File: config.mk
export PLATFORM = sky130hd
export DESIGN_NAME = atp_device_flat
export DESIGN_NICKNAME = d
export VERILOG_FILES = /design/src/verilog/atp_pkg.sv /design/src/verilog/atp_queue_if.sv /design/src/verilog/atp_device.sv /design/src/flat_wrapper.sv
export VERILOG_INCLUDE_DIRS = /design/src /design/src/verilog
export SDC_FILE = /design/constraint.sdc
export NUM_CORES = 1
export LEC_CHECK = 0
export BUFFER_PORTS_ARGS = -buffer_cell sky130_fd_sc_hd__buf_2
export CAP_MARGIN = 20
export CELL_PAD_IN_SITES_DETAIL_PLACEMENT = 2
export CELL_PAD_IN_SITES_GLOBAL_PLACEMENT = 2
export CORE_ASPECT_RATIO = 1.5
export CORE_MARGIN = 1
export CORE_UTILIZATION = 47
export DETAILED_ROUTE_END_ITERATION = 16
export GPL_TIMING_DRIVEN = 0
export PLACE_DENSITY_LB_ADDON = 0.15
export SYNTH_ARGS = -nofsm -noshare
export SYNTH_HDL_FRONTEND = slang
export SYNTH_HIERARCHICAL = 1
export SYNTH_SLANG_ARGS = --single-unit
File: constraint.sdc
create_clock -name core_clk -period 3.7 [get_ports core_clk]
set_input_delay 0.74 -clock core_clk [delete_from_list [all_inputs] [get_ports core_clk]]
set_output_delay 0.74 -clock core_clk [all_outputs]
set_load 0.05 [all_outputs]
File: src/verilog/atp_regs.svh
// Field positions, codes and sizes of the asynchronous transmit packet formatter
// Overview of operation
// - Speed field 00/01/10 selects rate; 11 illegal
// - Retry field only first attempt or continued
// - Response code 0,4-7 valid; rest reserved
// - Host labels requests; responses echo the label
// - Quadlets two, three: node id, offset/response
// - Fourth quadlet: data, or read byte count
// - Block: byte count plus lock code, else zero
// - Block responses carry response code, not offset
// - Payload follows count quadlet, count gives bytes
// - Zero byte count means no payload quadlets
// - First payload byte in top byte
// - Final partial quadlet padded with zero bytes
// - Unformatted quadlets sent exactly as queued
// - Unformatted: no CRC, control quadlet dropped
// - Host queues inverted check quadlet itself
// - Transaction code selects the transmit format
// - Host writes zeros into reserved fields
`ifndef ATP_REGS_SVH
`define ATP_REGS_SVH
`define ATP_SPD_LSB    5'd16
`define ATP_LBL_LSB    5'd10
`define ATP_RT_LSB     5'd8
`define ATP_TC_LSB     5'd4
`define ATP_RCODE_LSB  5'd12
`define ATP_CNT_LSB    5'd16
`define ATP_SPD_BAD    2'h3
`define ATP_RT_FIRST   2'h0
`define ATP_RT_CONT    2'h1
`define ATP_RC_OK      4'h0
`define ATP_RC_LO      4'h4
`define ATP_RC_HI      4'h7
`define ATP_FIFO_DEPTH 16
`define ATP_HDR_NODATA 2'h2
`define ATP_HDR_FULL   2'h3
`endif

File: src/verilog/atp_pkg.sv
// Types shared by both ends of the transmit queue
package atp_pkg;
   typedef enum logic [3:0] {
      TC_QWRITE_REQ = 4'h0,
      TC_BWRITE_REQ = 4'h1,
      TC_WRITE_RSP  = 4'h2,
      TC_QREAD_REQ  = 4'h4,
      TC_BREAD_REQ  = 4'h5,
      TC_QREAD_RSP  = 4'h6,
      TC_BREAD_RSP  = 4'h7,
      TC_LOCK_REQ   = 4'h9,
      TC_LOCK_RSP   = 4'hb,
      TC_UNFORMAT   = 4'he
   } atp_tcode_t;
   typedef enum logic [1:0] {
      SPD_100 = 2'h0,
      SPD_200 = 2'h1,
      SPD_400 = 2'h2
   } atp_speed_t;
   typedef enum logic [2:0] {
      D_CTRL = 3'h0,
      D_HDR  = 3'h1,
      D_PAY  = 3'h2,
      D_RAW  = 3'h3,
      D_DROP = 3'h4
   } atp_dev_state_t;
   typedef enum logic [2:0] {
      H_IDLE = 3'h0,
      H_CTRL = 3'h1,
      H_Q2   = 3'h2,
      H_Q3   = 3'h3,
      H_Q4   = 3'h4,
      H_PAY  = 3'h5,
      H_RAW  = 3'h6,
      H_INV  = 3'h7
   } atp_host_state_t;
endpackage

File: src/verilog/atp_queue_if.sv
// Transmit queue link between host end and device end
`timescale 1ns/1ns
`default_nettype none
interface atp_queue_if;
   logic        q_valid;
   logic        q_ready;
   logic [31:0] q_data;
   logic        q_last;
   modport host (output q_valid, output q_data, output q_last, input q_ready);
   modport dev  (input q_valid, input q_data, input q_last, output q_ready);
endinterface
`default_nettype wire

File: src/verilog/atp_device.sv
// Device end: queue FIFO and transmit packet formatter
`timescale 1ns/1ns
`default_nettype none
`include "atp_regs.svh"

module atp_fifo #(
   parameter int W = 33,
   parameter int D = 16
) (
   // Clock and reset
   input  wire logic         core_clk,
   input  wire logic         reset,
   // Fill side
   input  wire logic         in_valid,
   output logic              in_ready,
   input  wire logic [W-1:0] in_data,
   // Drain side
   output logic              out_valid,
   input  wire logic         out_ready,
   output logic [W-1:0]      out_data
);
   localparam int AW = $clog2(D);
   logic [W-1:0]  mem [D];
   logic [AW-1:0] wr_r, wr_nxt, rd_r, rd_nxt;
   logic [AW:0]   cnt_r, cnt_nxt;
   logic          push, pop;

   assign in_ready  = (cnt_r != D[AW:0]);
   assign out_valid = (cnt_r != '0);
   assign out_data  = mem[rd_r];

   always_comb begin
      push    = in_valid && in_ready;
      pop     = out_valid && out_ready;
      wr_nxt  = push ? ((wr_r == AW'(D - 1)) ? '0 : wr_r + 1'b1) : wr_r;
      rd_nxt  = pop ? ((rd_r == AW'(D - 1)) ? '0 : rd_r + 1'b1) : rd_r;
      cnt_nxt = cnt_r + {{AW{1'b0}}, push} - {{AW{1'b0}}, pop};
   end

   always_ff @(posedge core_clk) begin
      if (reset) begin
         wr_r  <= '0;
         rd_r  <= '0;
         cnt_r <= '0;
      end else begin
         wr_r  <= wr_nxt;
         rd_r  <= rd_nxt;
         cnt_r <= cnt_nxt;
      end
   end

   always_ff @(posedge core_clk) begin
      if (push) begin
         mem[wr_r] <= in_data;
      end
   end
endmodule // atp_fifo

module atp_device #(
   parameter int DEPTH = `ATP_FIFO_DEPTH
) (
   // Clock and reset
   input  wire logic   core_clk,
   input  wire logic   reset,
   // Transmit queue from host
   atp_queue_if.dev    q,
   // Towards the physical layer
   output logic        tx_valid,
   input  wire logic   tx_ready,
   output logic [31:0] tx_data,
   output logic        tx_first,
   output logic        tx_last,
   output logic        tx_crc,
   output logic [1:0]  tx_speed,
   // Malformed packet seen
   output logic        bad_packet
);
   atp_pkg::atp_dev_state_t state_r, state_nxt;
   logic [1:0]  hidx_r, hidx_nxt, hlast_r, hlast_nxt;
   logic [13:0] qleft_r, qleft_nxt;
   logic [1:0]  tail_r, tail_nxt;
   logic        blk_r, blk_nxt, rsp_r, rsp_nxt;
   logic        txv_r, txv_nxt, first_r, first_nxt, last_r, last_nxt, crc_r, crc_nxt, bad_r, bad_nxt;
   logic [31:0] txd_r, txd_nxt;
   logic [1:0]  spd_r, spd_nxt;
   logic        f_valid, f_ready, adv, pop;
   logic [32:0] f_data;
   logic [31:0] d;
   logic [3:0]  tc, rc;
   logic [1:0]  sp, rt;
   logic [15:0] bcnt;

   atp_fifo #(.W(33), .D(DEPTH)) u_fifo (
      .core_clk  (core_clk),
      .reset     (reset),
      .in_valid  (q.q_valid),
      .in_ready  (q.q_ready),
      .in_data   ({q.q_last, q.q_data}),
      .out_valid (f_valid),
      .out_ready (f_ready),
      .out_data  (f_data)
   );

   always_comb begin
      adv       = !txv_r || tx_ready;
      f_ready   = adv;
      pop       = f_valid && adv;
      d         = f_data[31:0];
      tc        = d[`ATP_TC_LSB +: 4];
      sp        = d[`ATP_SPD_LSB +: 2];
      rt        = d[`ATP_RT_LSB +: 2];
      rc        = d[`ATP_RCODE_LSB +: 4];
      bcnt      = d[`ATP_CNT_LSB +: 16];
      state_nxt = state_r;
      hidx_nxt  = hidx_r;
      hlast_nxt = hlast_r;
      qleft_nxt = qleft_r;
      tail_nxt  = tail_r;
      blk_nxt   = blk_r;
      rsp_nxt   = rsp_r;
      spd_nxt   = spd_r;
      txv_nxt   = txv_r && !tx_ready;
      txd_nxt   = txd_r;
      first_nxt = first_r;
      last_nxt  = last_r;
      crc_nxt   = crc_r;
      bad_nxt   = 1'b0;
      if (pop) begin
         unique case (state_r)
            atp_pkg::D_CTRL: begin
               hidx_nxt = 2'h1;
               spd_nxt  = sp;
               rsp_nxt  = 1'b0;
               blk_nxt  = 1'b0;
               if (sp == `ATP_SPD_BAD || (rt != `ATP_RT_FIRST && rt != `ATP_RT_CONT)) begin
                  bad_nxt   = 1'b1;
                  state_nxt = f_data[32] ? atp_pkg::D_CTRL : atp_pkg::D_DROP;
               end else begin
                  // Format chosen by transaction code
                  case (tc)
                     atp_pkg::TC_QREAD_REQ, atp_pkg::TC_WRITE_RSP: begin
                        hlast_nxt = `ATP_HDR_NODATA;
                        rsp_nxt   = (tc == atp_pkg::TC_WRITE_RSP);
                        state_nxt = atp_pkg::D_HDR;
                     end
                     atp_pkg::TC_QWRITE_REQ, atp_pkg::TC_QREAD_RSP, atp_pkg::TC_BREAD_REQ: begin
                        hlast_nxt = `ATP_HDR_FULL;
                        rsp_nxt   = (tc == atp_pkg::TC_QREAD_RSP);
                        state_nxt = atp_pkg::D_HDR;
                     end
                     atp_pkg::TC_BWRITE_REQ, atp_pkg::TC_BREAD_RSP, atp_pkg::TC_LOCK_REQ,
                     atp_pkg::TC_LOCK_RSP: begin
                        hlast_nxt = `ATP_HDR_FULL;
                        blk_nxt   = 1'b1;
                        rsp_nxt   = (tc == atp_pkg::TC_BREAD_RSP) || (tc == atp_pkg::TC_LOCK_RSP);
                        state_nxt = atp_pkg::D_HDR;
                     end
                     atp_pkg::TC_UNFORMAT: begin
                        hidx_nxt  = 2'h0;
                        state_nxt = f_data[32] ? atp_pkg::D_CTRL : atp_pkg::D_RAW;
                     end
                     default: begin
                        bad_nxt   = 1'b1;
                        state_nxt = f_data[32] ? atp_pkg::D_CTRL : atp_pkg::D_DROP;
                     end
                  endcase
                  if (tc != atp_pkg::TC_UNFORMAT && state_nxt == atp_pkg::D_HDR) begin
                     // Control quadlet opens the formatted header
                     txv_nxt   = 1'b1;
                     txd_nxt   = d;
                     first_nxt = 1'b1;
                     last_nxt  = 1'b0;
                     crc_nxt   = 1'b1;
                  end
               end
            end
            atp_pkg::D_HDR: begin
               txv_nxt   = 1'b1;
               txd_nxt   = d;
               first_nxt = 1'b0;
               last_nxt  = 1'b0;
               hidx_nxt  = hidx_r + 2'h1;
               if (hidx_r == 2'h1 && rsp_r && !(rc == `ATP_RC_OK || (rc >= `ATP_RC_LO && rc <= `ATP_RC_HI))) begin
                  bad_nxt = 1'b1;
               end
               if (hidx_r == hlast_r) begin
                  if (blk_r && bcnt != 16'h0) begin
                     qleft_nxt = 14'((17'(bcnt) + 17'h3) >> 2);
                     tail_nxt  = bcnt[1:0];
                     state_nxt = atp_pkg::D_PAY;
                  end else begin
                     last_nxt  = 1'b1;
                     state_nxt = atp_pkg::D_CTRL;
                  end
               end
            end
            atp_pkg::D_PAY: begin
               txv_nxt   = 1'b1;
               txd_nxt   = d;
               first_nxt = 1'b0;
               last_nxt  = (qleft_r == 14'h1);
               qleft_nxt = qleft_r - 14'h1;
               if (qleft_r == 14'h1) begin
                  // Clear bytes past the count in the final quadlet
                  unique case (tail_r)
                     2'h1:    txd_nxt = {d[31:24], 24'h0};
                     2'h2:    txd_nxt = {d[31:16], 16'h0};
                     2'h3:    txd_nxt = {d[31:8], 8'h0};
                     2'h0:    txd_nxt = d;
                  endcase
                  state_nxt = atp_pkg::D_CTRL;
               end
            end
            atp_pkg::D_RAW: begin
               txv_nxt   = 1'b1;
               txd_nxt   = d;
               first_nxt = (hidx_r == 2'h0);
               hidx_nxt  = 2'h1;
               last_nxt  = f_data[32];
               crc_nxt   = 1'b0;
               if (f_data[32]) begin
                  state_nxt = atp_pkg::D_CTRL;
               end
            end
            atp_pkg::D_DROP: begin
               if (f_data[32]) begin
                  state_nxt = atp_pkg::D_CTRL;
               end
            end
            default: state_nxt = atp_pkg::D_CTRL;
         endcase
      end
   end

   always_ff @(posedge core_clk) begin
      if (reset) begin
         state_r <= atp_pkg::D_CTRL;
         hidx_r  <= 2'h0;
         hlast_r <= 2'h0;
         qleft_r <= 14'h0;
         tail_r  <= 2'h0;
         blk_r   <= 1'b0;
         rsp_r   <= 1'b0;
         spd_r   <= 2'h0;
         txv_r   <= 1'b0;
         txd_r   <= 32'h0;
         first_r <= 1'b0;
         last_r  <= 1'b0;
         crc_r   <= 1'b0;
         bad_r   <= 1'b0;
      end else begin
         state_r <= state_nxt;
         hidx_r  <= hidx_nxt;
         hlast_r <= hlast_nxt;
         qleft_r <= qleft_nxt;
         tail_r  <= tail_nxt;
         blk_r   <= blk_nxt;
         rsp_r   <= rsp_nxt;
         spd_r   <= spd_nxt;
         txv_r   <= txv_nxt;
         txd_r   <= txd_nxt;
         first_r <= first_nxt;
         last_r  <= last_nxt;
         crc_r   <= crc_nxt;
         bad_r   <= bad_nxt;
      end
   end

   assign tx_valid   = txv_r;
   assign tx_data    = txd_r;
   assign tx_first   = first_r;
   assign tx_last    = last_r;
   assign tx_crc     = crc_r;
   assign tx_speed   = spd_r;
   assign bad_packet = bad_r;
endmodule // atp_device
`default_nettype wire

File: src/flat_wrapper.sv
// flat-port wrapper written by rule: the top's interface ports become plain ports
module atp_device_flat 
#(
   parameter int DEPTH = `ATP_FIFO_DEPTH
)
  (core_clk, reset, tx_valid, tx_ready, tx_data, tx_first, tx_last, tx_crc, tx_speed, bad_packet, q_q_valid, q_q_data, q_q_last, q_q_ready);
  atp_queue_if q_i ();
  input  wire logic core_clk;
  input  wire logic reset;
  output logic tx_valid;
  input  wire logic tx_ready;
  output logic [31:0] tx_data;
  output logic tx_first;
  output logic tx_last;
  output logic tx_crc;
  output logic [1:0] tx_speed;
  output logic bad_packet;
  input wire logic [$bits(q_i.q_valid)-1:0] q_q_valid;
  input wire logic [$bits(q_i.q_data)-1:0] q_q_data;
  input wire logic [$bits(q_i.q_last)-1:0] q_q_last;
  output wire logic [$bits(q_i.q_ready)-1:0] q_q_ready;
  assign q_i.q_valid = q_q_valid;
  assign q_i.q_data = q_q_data;
  assign q_i.q_last = q_q_last;
  assign q_q_ready = q_i.q_ready;
  atp_device #(.DEPTH(DEPTH)) u_core (.core_clk(core_clk), .reset(reset), .q(q_i), .tx_valid(tx_valid), .tx_ready(tx_ready), .tx_data(tx_data), .tx_first(tx_first), .tx_last(tx_last), .tx_crc(tx_crc), .tx_speed(tx_speed), .bad_packet(bad_packet));
endmodule
Word level (Yosys, flattened, before mapping)
Memory sizes are Yosys's and may differ from the RTL's. A register that Yosys moved wholly into a read port is not among the register bits.
Index checks and enable logic that the tools add are counted.
{ "totals": {"output_inout_bits": 40, "elab_cells": 164, "n_memories": 1, "inputBits": 37, "register_bits": 77, "mem_bits_rw": 528} }
{ "classes": {"n_reduce_logical": 52, "eq_ne": 32, "bitwise": 2, "n_addsub": 7, "mux": 51, "n_lt_le_gt_ge": 2} }
{ "mem_list": {"columns": ["name", "words", "width", "read_ports", "rd_clocked_by_memory_dff", "write_ports", "line_no", "rtl"], "rows": [
  ["u_core.u_fifo.mem", 16, 33, 1, 1, 1, "atp_device.sv:23", "logic [W-1:0] mem [D];"]
]} }
{ "ops": {"columns": ["operator", "n"], "rows": [
  ["32-bit case mux with 4 select lines", 1],
  ["32-bit two-way mux", 3],
  ["32-bit case mux with 3 select lines", 1],
  ["4-bit AND reduction", 8],
  ["14-bit two-way mux", 2],
  ["14-bit case mux with 2 select lines", 1],
  ["3-bit two-way mux", 8],
  ["4-bit == test (second input constant)", 5],
  ["1-bit two-way mux", 18],
  ["16-bit by 2-bit adder with 16-bit output (second input constant)", 1],
  ["4-bit by 3-bit == test with 1-bit output (second input constant)", 4],
  ["4-bit two-way mux", 4],
  ["16-bit nonzero test", 1],
  ["14-bit by 1-bit == test with 1-bit output (second input constant)", 1],
  ["14-bit by 1-bit subtractor with 14-bit output (second input constant)", 1],
  ["2-bit by 1-bit inequality test with 1-bit output (second input constant)", 6],
  ["3-bit case mux with 4 select lines", 1],
  ["10-bit OR reduction", 1],
  ["2-bit OR reduction", 5],
  ["1-bit logical AND", 9],
  ["3-bit nonzero test", 3],
  ["9-bit OR reduction", 1],
  ["4-bit by 1-bit adder with 4-bit output (second input constant)", 2],
  ["4-bit zero test", 2],
  ["35 further kinds", 57]
]} }

Longest topological paths before layout
{ "logic_depth": {"ltp_word": 12, "depth_mapped": 15, "mapped_depth_nobuf": 14} }

By module
Netlist, hierarchy kept.
{ "modules_own_cells": {"columns": ["mod", "n_inst", "seq_area_each_um2", "area_per_inst_um2", "cells_per_inst"], "rows": [
  ["atp_fifo", 1, 16195.5, 20797.4, 915],
  ["atp_device", 1, 1281.2, 3345.7, 384]
]} }

Worst setup path before layout
Ideal clock, no wire load.
{ "synth_timing": {"path_type": "reg2reg", "startpoint": "register with a tool-made name", "endpoint": "register u_core.state_r[2]", "path_buffers": 2, "setup_time_ps": 59, "synth_period_minus_slack_ps": 3166, "required_ps": 3641, "t_arrival_ps": 3107, "stages_incl_launch_ff": 11, "path_slack_ps": 534, "path_cell_list": "dfxtp_1 > buf_6 > buf_2 > mux4_2 > a22oi_1 > nand2_1 > and4bb_2 > a211oi_2 > or4b_2 > or4b_1 > nand2_1"} }
{ "synth_lines": {"columns": ["element", "line_no", "rtl"], "rows": [
  ["to (signal assigned)", "atp_device.sv:237", "state_r <= atp_pkg::D_CTRL;"],
  ["to (signal assigned)", "atp_device.sv:252", "state_r <= state_nxt;"],
  ["to (decl)", "atp_device.sv:78", "atp_pkg::atp_dev_state_t state_r, state_nxt;"]
]} }

==> results.cfg <==
[logic_synthesis]
syn_avg_cell_area_um2 = 18.6
yosysWarnings = 6
synth_area_mm2 = 0.0241
synth.net_count = 1352
yosysSeqAreaShare_pct = 72.4
synth.area.mux_share_pct = 13.1
synthAdderAreaFrac_pct = 0.860
synth_edf_count = 528
synth-simple-area-share_pct = 4.84
synth_compound_area_share_pct = 5.97
synthCells = 1299
synth-xor-area-share_pct = 0.726
ys_types = 74
async_flop_share_pct = 0
synth_top_family_by_area = multiplexers
ys_ff_latch = 609
synth_ff_type = edfxtp_1

[cts]
cts_tree = yes
h-tree-depth = 2
cts_buffers = 57
clock_latency_ns = 0.63
root_buffer = clkbuf_16
clock_sinks = 609
cts_buffer_depth = 3
hold_buffers = 0
clkTransAtPathRegs_ns = 0.07

[pwr]
p_clk_share_pct = 28.7
pwr_density_cell_mw_per_mm2 = 735
comb_power_share_pct = 32.0
power_switching_w = 0.00686
power_leakage_nw = 9.24
finalPower_w = 0.0205
p_sw_share_pct = 33.4
p_int_w = 0.0136
p_seq_share_pct = 39.3
ir_drop_uv = 475

[worst_hold_path]
min_path_type = reg2reg
hold_path.startpoint = u_core/tx_speed[0]

[run]
cap_violations = 0

[layout]
syn_to_final_growth_pct = 15.5
final_util_pct = 55.0
drive_above_1_share_pct = 27.4
layout.nets = 1514

[sta]
finClkSkew_ns = 0.0308
slew_headroom_pct = 27.0
setup_viol = 0
finalCritPeriodShare_pct = 98.5
worst_pin_slew_ns = 1.08
drv_slew = 0
setup_slack_ns = 0.0549
setup_tns_ns = 0
whs_ns = 0.455
finalHoldViolCount = 0
fmax_ghz = 0.274
finalCriticalPeriod_ns = 3.65
rsz0062_at_grt = yes

[route]
firstDrtPassIters = 7
drc = 0
postRouteWirelength_um = 73800
ant_nets = 0
drt-vias-per-instance = 6.27
drt_iter0_markers = 948
vias = 13700
wire_per_inst_um = 33.8

[placed_design]
dp.final_hpwl_um = 47100
io_buffers = 76
pre_cts_ws_ns = -1.19
gp_congestion = 0.894

[floorplan]
rows = 101
io_pins = 77
core_area_mm2 = 0.0507
die-area_mm2 = 0.0523
die_x_um = 187
dieHeight_um = 280
initial_core_util_pct = 47.6

[global_route]
gr-total-overflow = 0
grt_max_degree = 25
grt_pass1_wl_um = 106000
grt_pass1_vias = 14800
antenna_found_initial = 2
grt.total_usage_pct = 28.7

[critical_path]
worstPathRequired_ns = 4.19
cp_cell_sequence = buf_8, buf_12, buf_16, mux4_2, a22oi_2, nand2_1, buf_4, a21o_1, a211oi_4, o21ai_4, nor2b_1, buf_4, buf_4, a22o_1
cp_common_cell = buf_4
crit_path_top_delay_cell = mux4_2
crit_type = reg2reg
critPathMaxFanout = 10
cp_top_family = buffers and inverters
cp.buffers_inverters = 6
cp-end-kind = register
crit_arrival_ns = 4.14
critPathLaunchType = register
max_stage_delay_ns = 0.54

[status]
outcome = complete, no violations
state kept, by name, summed over array words and instances (netlist names), 2 cells and up, named ones only:
signal and count:
u_core/u_fifo/rd_r 4, u_core/tx_speed 2, u_core/state_r 3, u_core/u_fifo/wr_r 4, u_core/hlast_r 2, u_core/tx_data 32, u_core/hidx_r 2, u_core/qleft_r 14
u_core/u_fifo/cnt_r 5, u_core/u_fifo/mem 528, u_core/tail_r 2
synth_stat cells, drive strengths merged, types with 9 or more instances:
master	instances	area [um2]
nor3	12	65.1
nand2	58	218
buf	34	292
ha	15	188
dfxtp	81	1620
inv	22	82.6
a22o	24	210
edfxtp	528	15900
o21ai	18	93.8
nand2b	9	56.3
a21oi	41	205
and2	14	87.6
clkbuf	37	139
mux2i	12	120
mux4	132	3040
nor2b	13	81.3
a22oi	68	510
xor2	12	105
nand4	11	68.8
nand3	17	85.1
nor2	37	139
power by group through the flow:
stage	sequential (W)	combinational, W	clock (W)
after global placement	0.00817	0.00585	0
after CTS	0.00805	0.00642	0.00598
final	0.00806	0.00657	0.00589
after floorplan	0.00845	0.00389	0
after global routing	0.00808	0.00693	0.00617
after detailed placement	0.00819	0.00616	0
layout by cell type (no fill, tap or decap), types with 8 or more instances in the layout:
cell type,netlist,final
edfxtp_1,528,528
mux4_2,114,116
buf_2,20,82
dfxtp_1,81,81
a22oi_1,68,63
clkbuf_16,0,59
nand2_1,58,48
a21oi_1,41,41
nor2_1,37,36
clkbuf_1,37,28
a22o_1,24,24
buf_4,1,23
inv_1,22,22
buf_12,6,21
nand3_1,17,17
o21ai_0,16,16
mux4_1,18,16
clkinv_2,0,15
ha_1,15,15
clkbuf_2,0,14
nor2b_1,13,13
xor2_1,12,12
mux2i_1,12,12
and2_2,0,12
nand4_1,11,11
nor3_1,11,11
nand2_2,0,9
clkinv_1,0,8
nand2b_1,9,8
xnor2_1,8,8
buf_6,2,8
metrics by stage:
| stage | std cells | area (um2) |
|---|---|---|
| global placement | 2044 | 25400 |
| CTS | 2175 | 27800 |
| global route | 2179 | 27900 |
| floorplan | 1299 | 24100 |
| finish | 2180 | 27900 |
| detailed placement | 2061 | 25700 |
layer usage:
metal	global-route usage, %	part of all wire, %	vias to the layer above
li1	-	-	5634
met1	35.6	39	7463
met2	52.6	54	436
met3	3.29	4.1	125
met4	8.26	2.5	4
met5	0	0.042	-
layout make-up:
class,instances,area (um2)
fillers,4284,22800
flip-flops and latches,609,17500
multi-input cells,597,6290
clock buffers,73,1530
well taps,669,837
repair buffers,104,812
plain buffers,70,559
clock inverters,35,309
inverters,22,82.6
diodes,1,2.50
cell families (layout without fill, tap and decap cells):
group                    Yosys count  after routing
adder cells (fa/ha/maj)           16             16
AO/OA/AOI/OAI                    199            199
AND/OR/NAND/NOR                  218            218
flip-flops                       609            609
other                              0              1
XOR/XNOR                          20             20
multiplexers                     144            144
buffers and inverters             93            304
what timing repair did:
item                       CTS  global route
buffers inserted             6             4
resized for setup           68            23
setup endpoints to repair   59            41
gates cloned                 0             1
pin swaps                    7             4
tightest hold or removal path, stage by stage (launching register included):
cell,delay [ns]
dfxtp_1,0.31
nand2_1,0.05
a21oi_1,0.05
worst paths after layout:
check                        to  slack, ns  depth (start not counted)
max          u_core/tx_data[13]       0.05                         14
min          u_core/tx_speed[0]       0.46                          2
max reg2reg  u_core/tx_data[13]       0.05                         14
min reg2reg  u_core/tx_speed[0]       0.46                          2
Power figures use the tool's default switching activity.
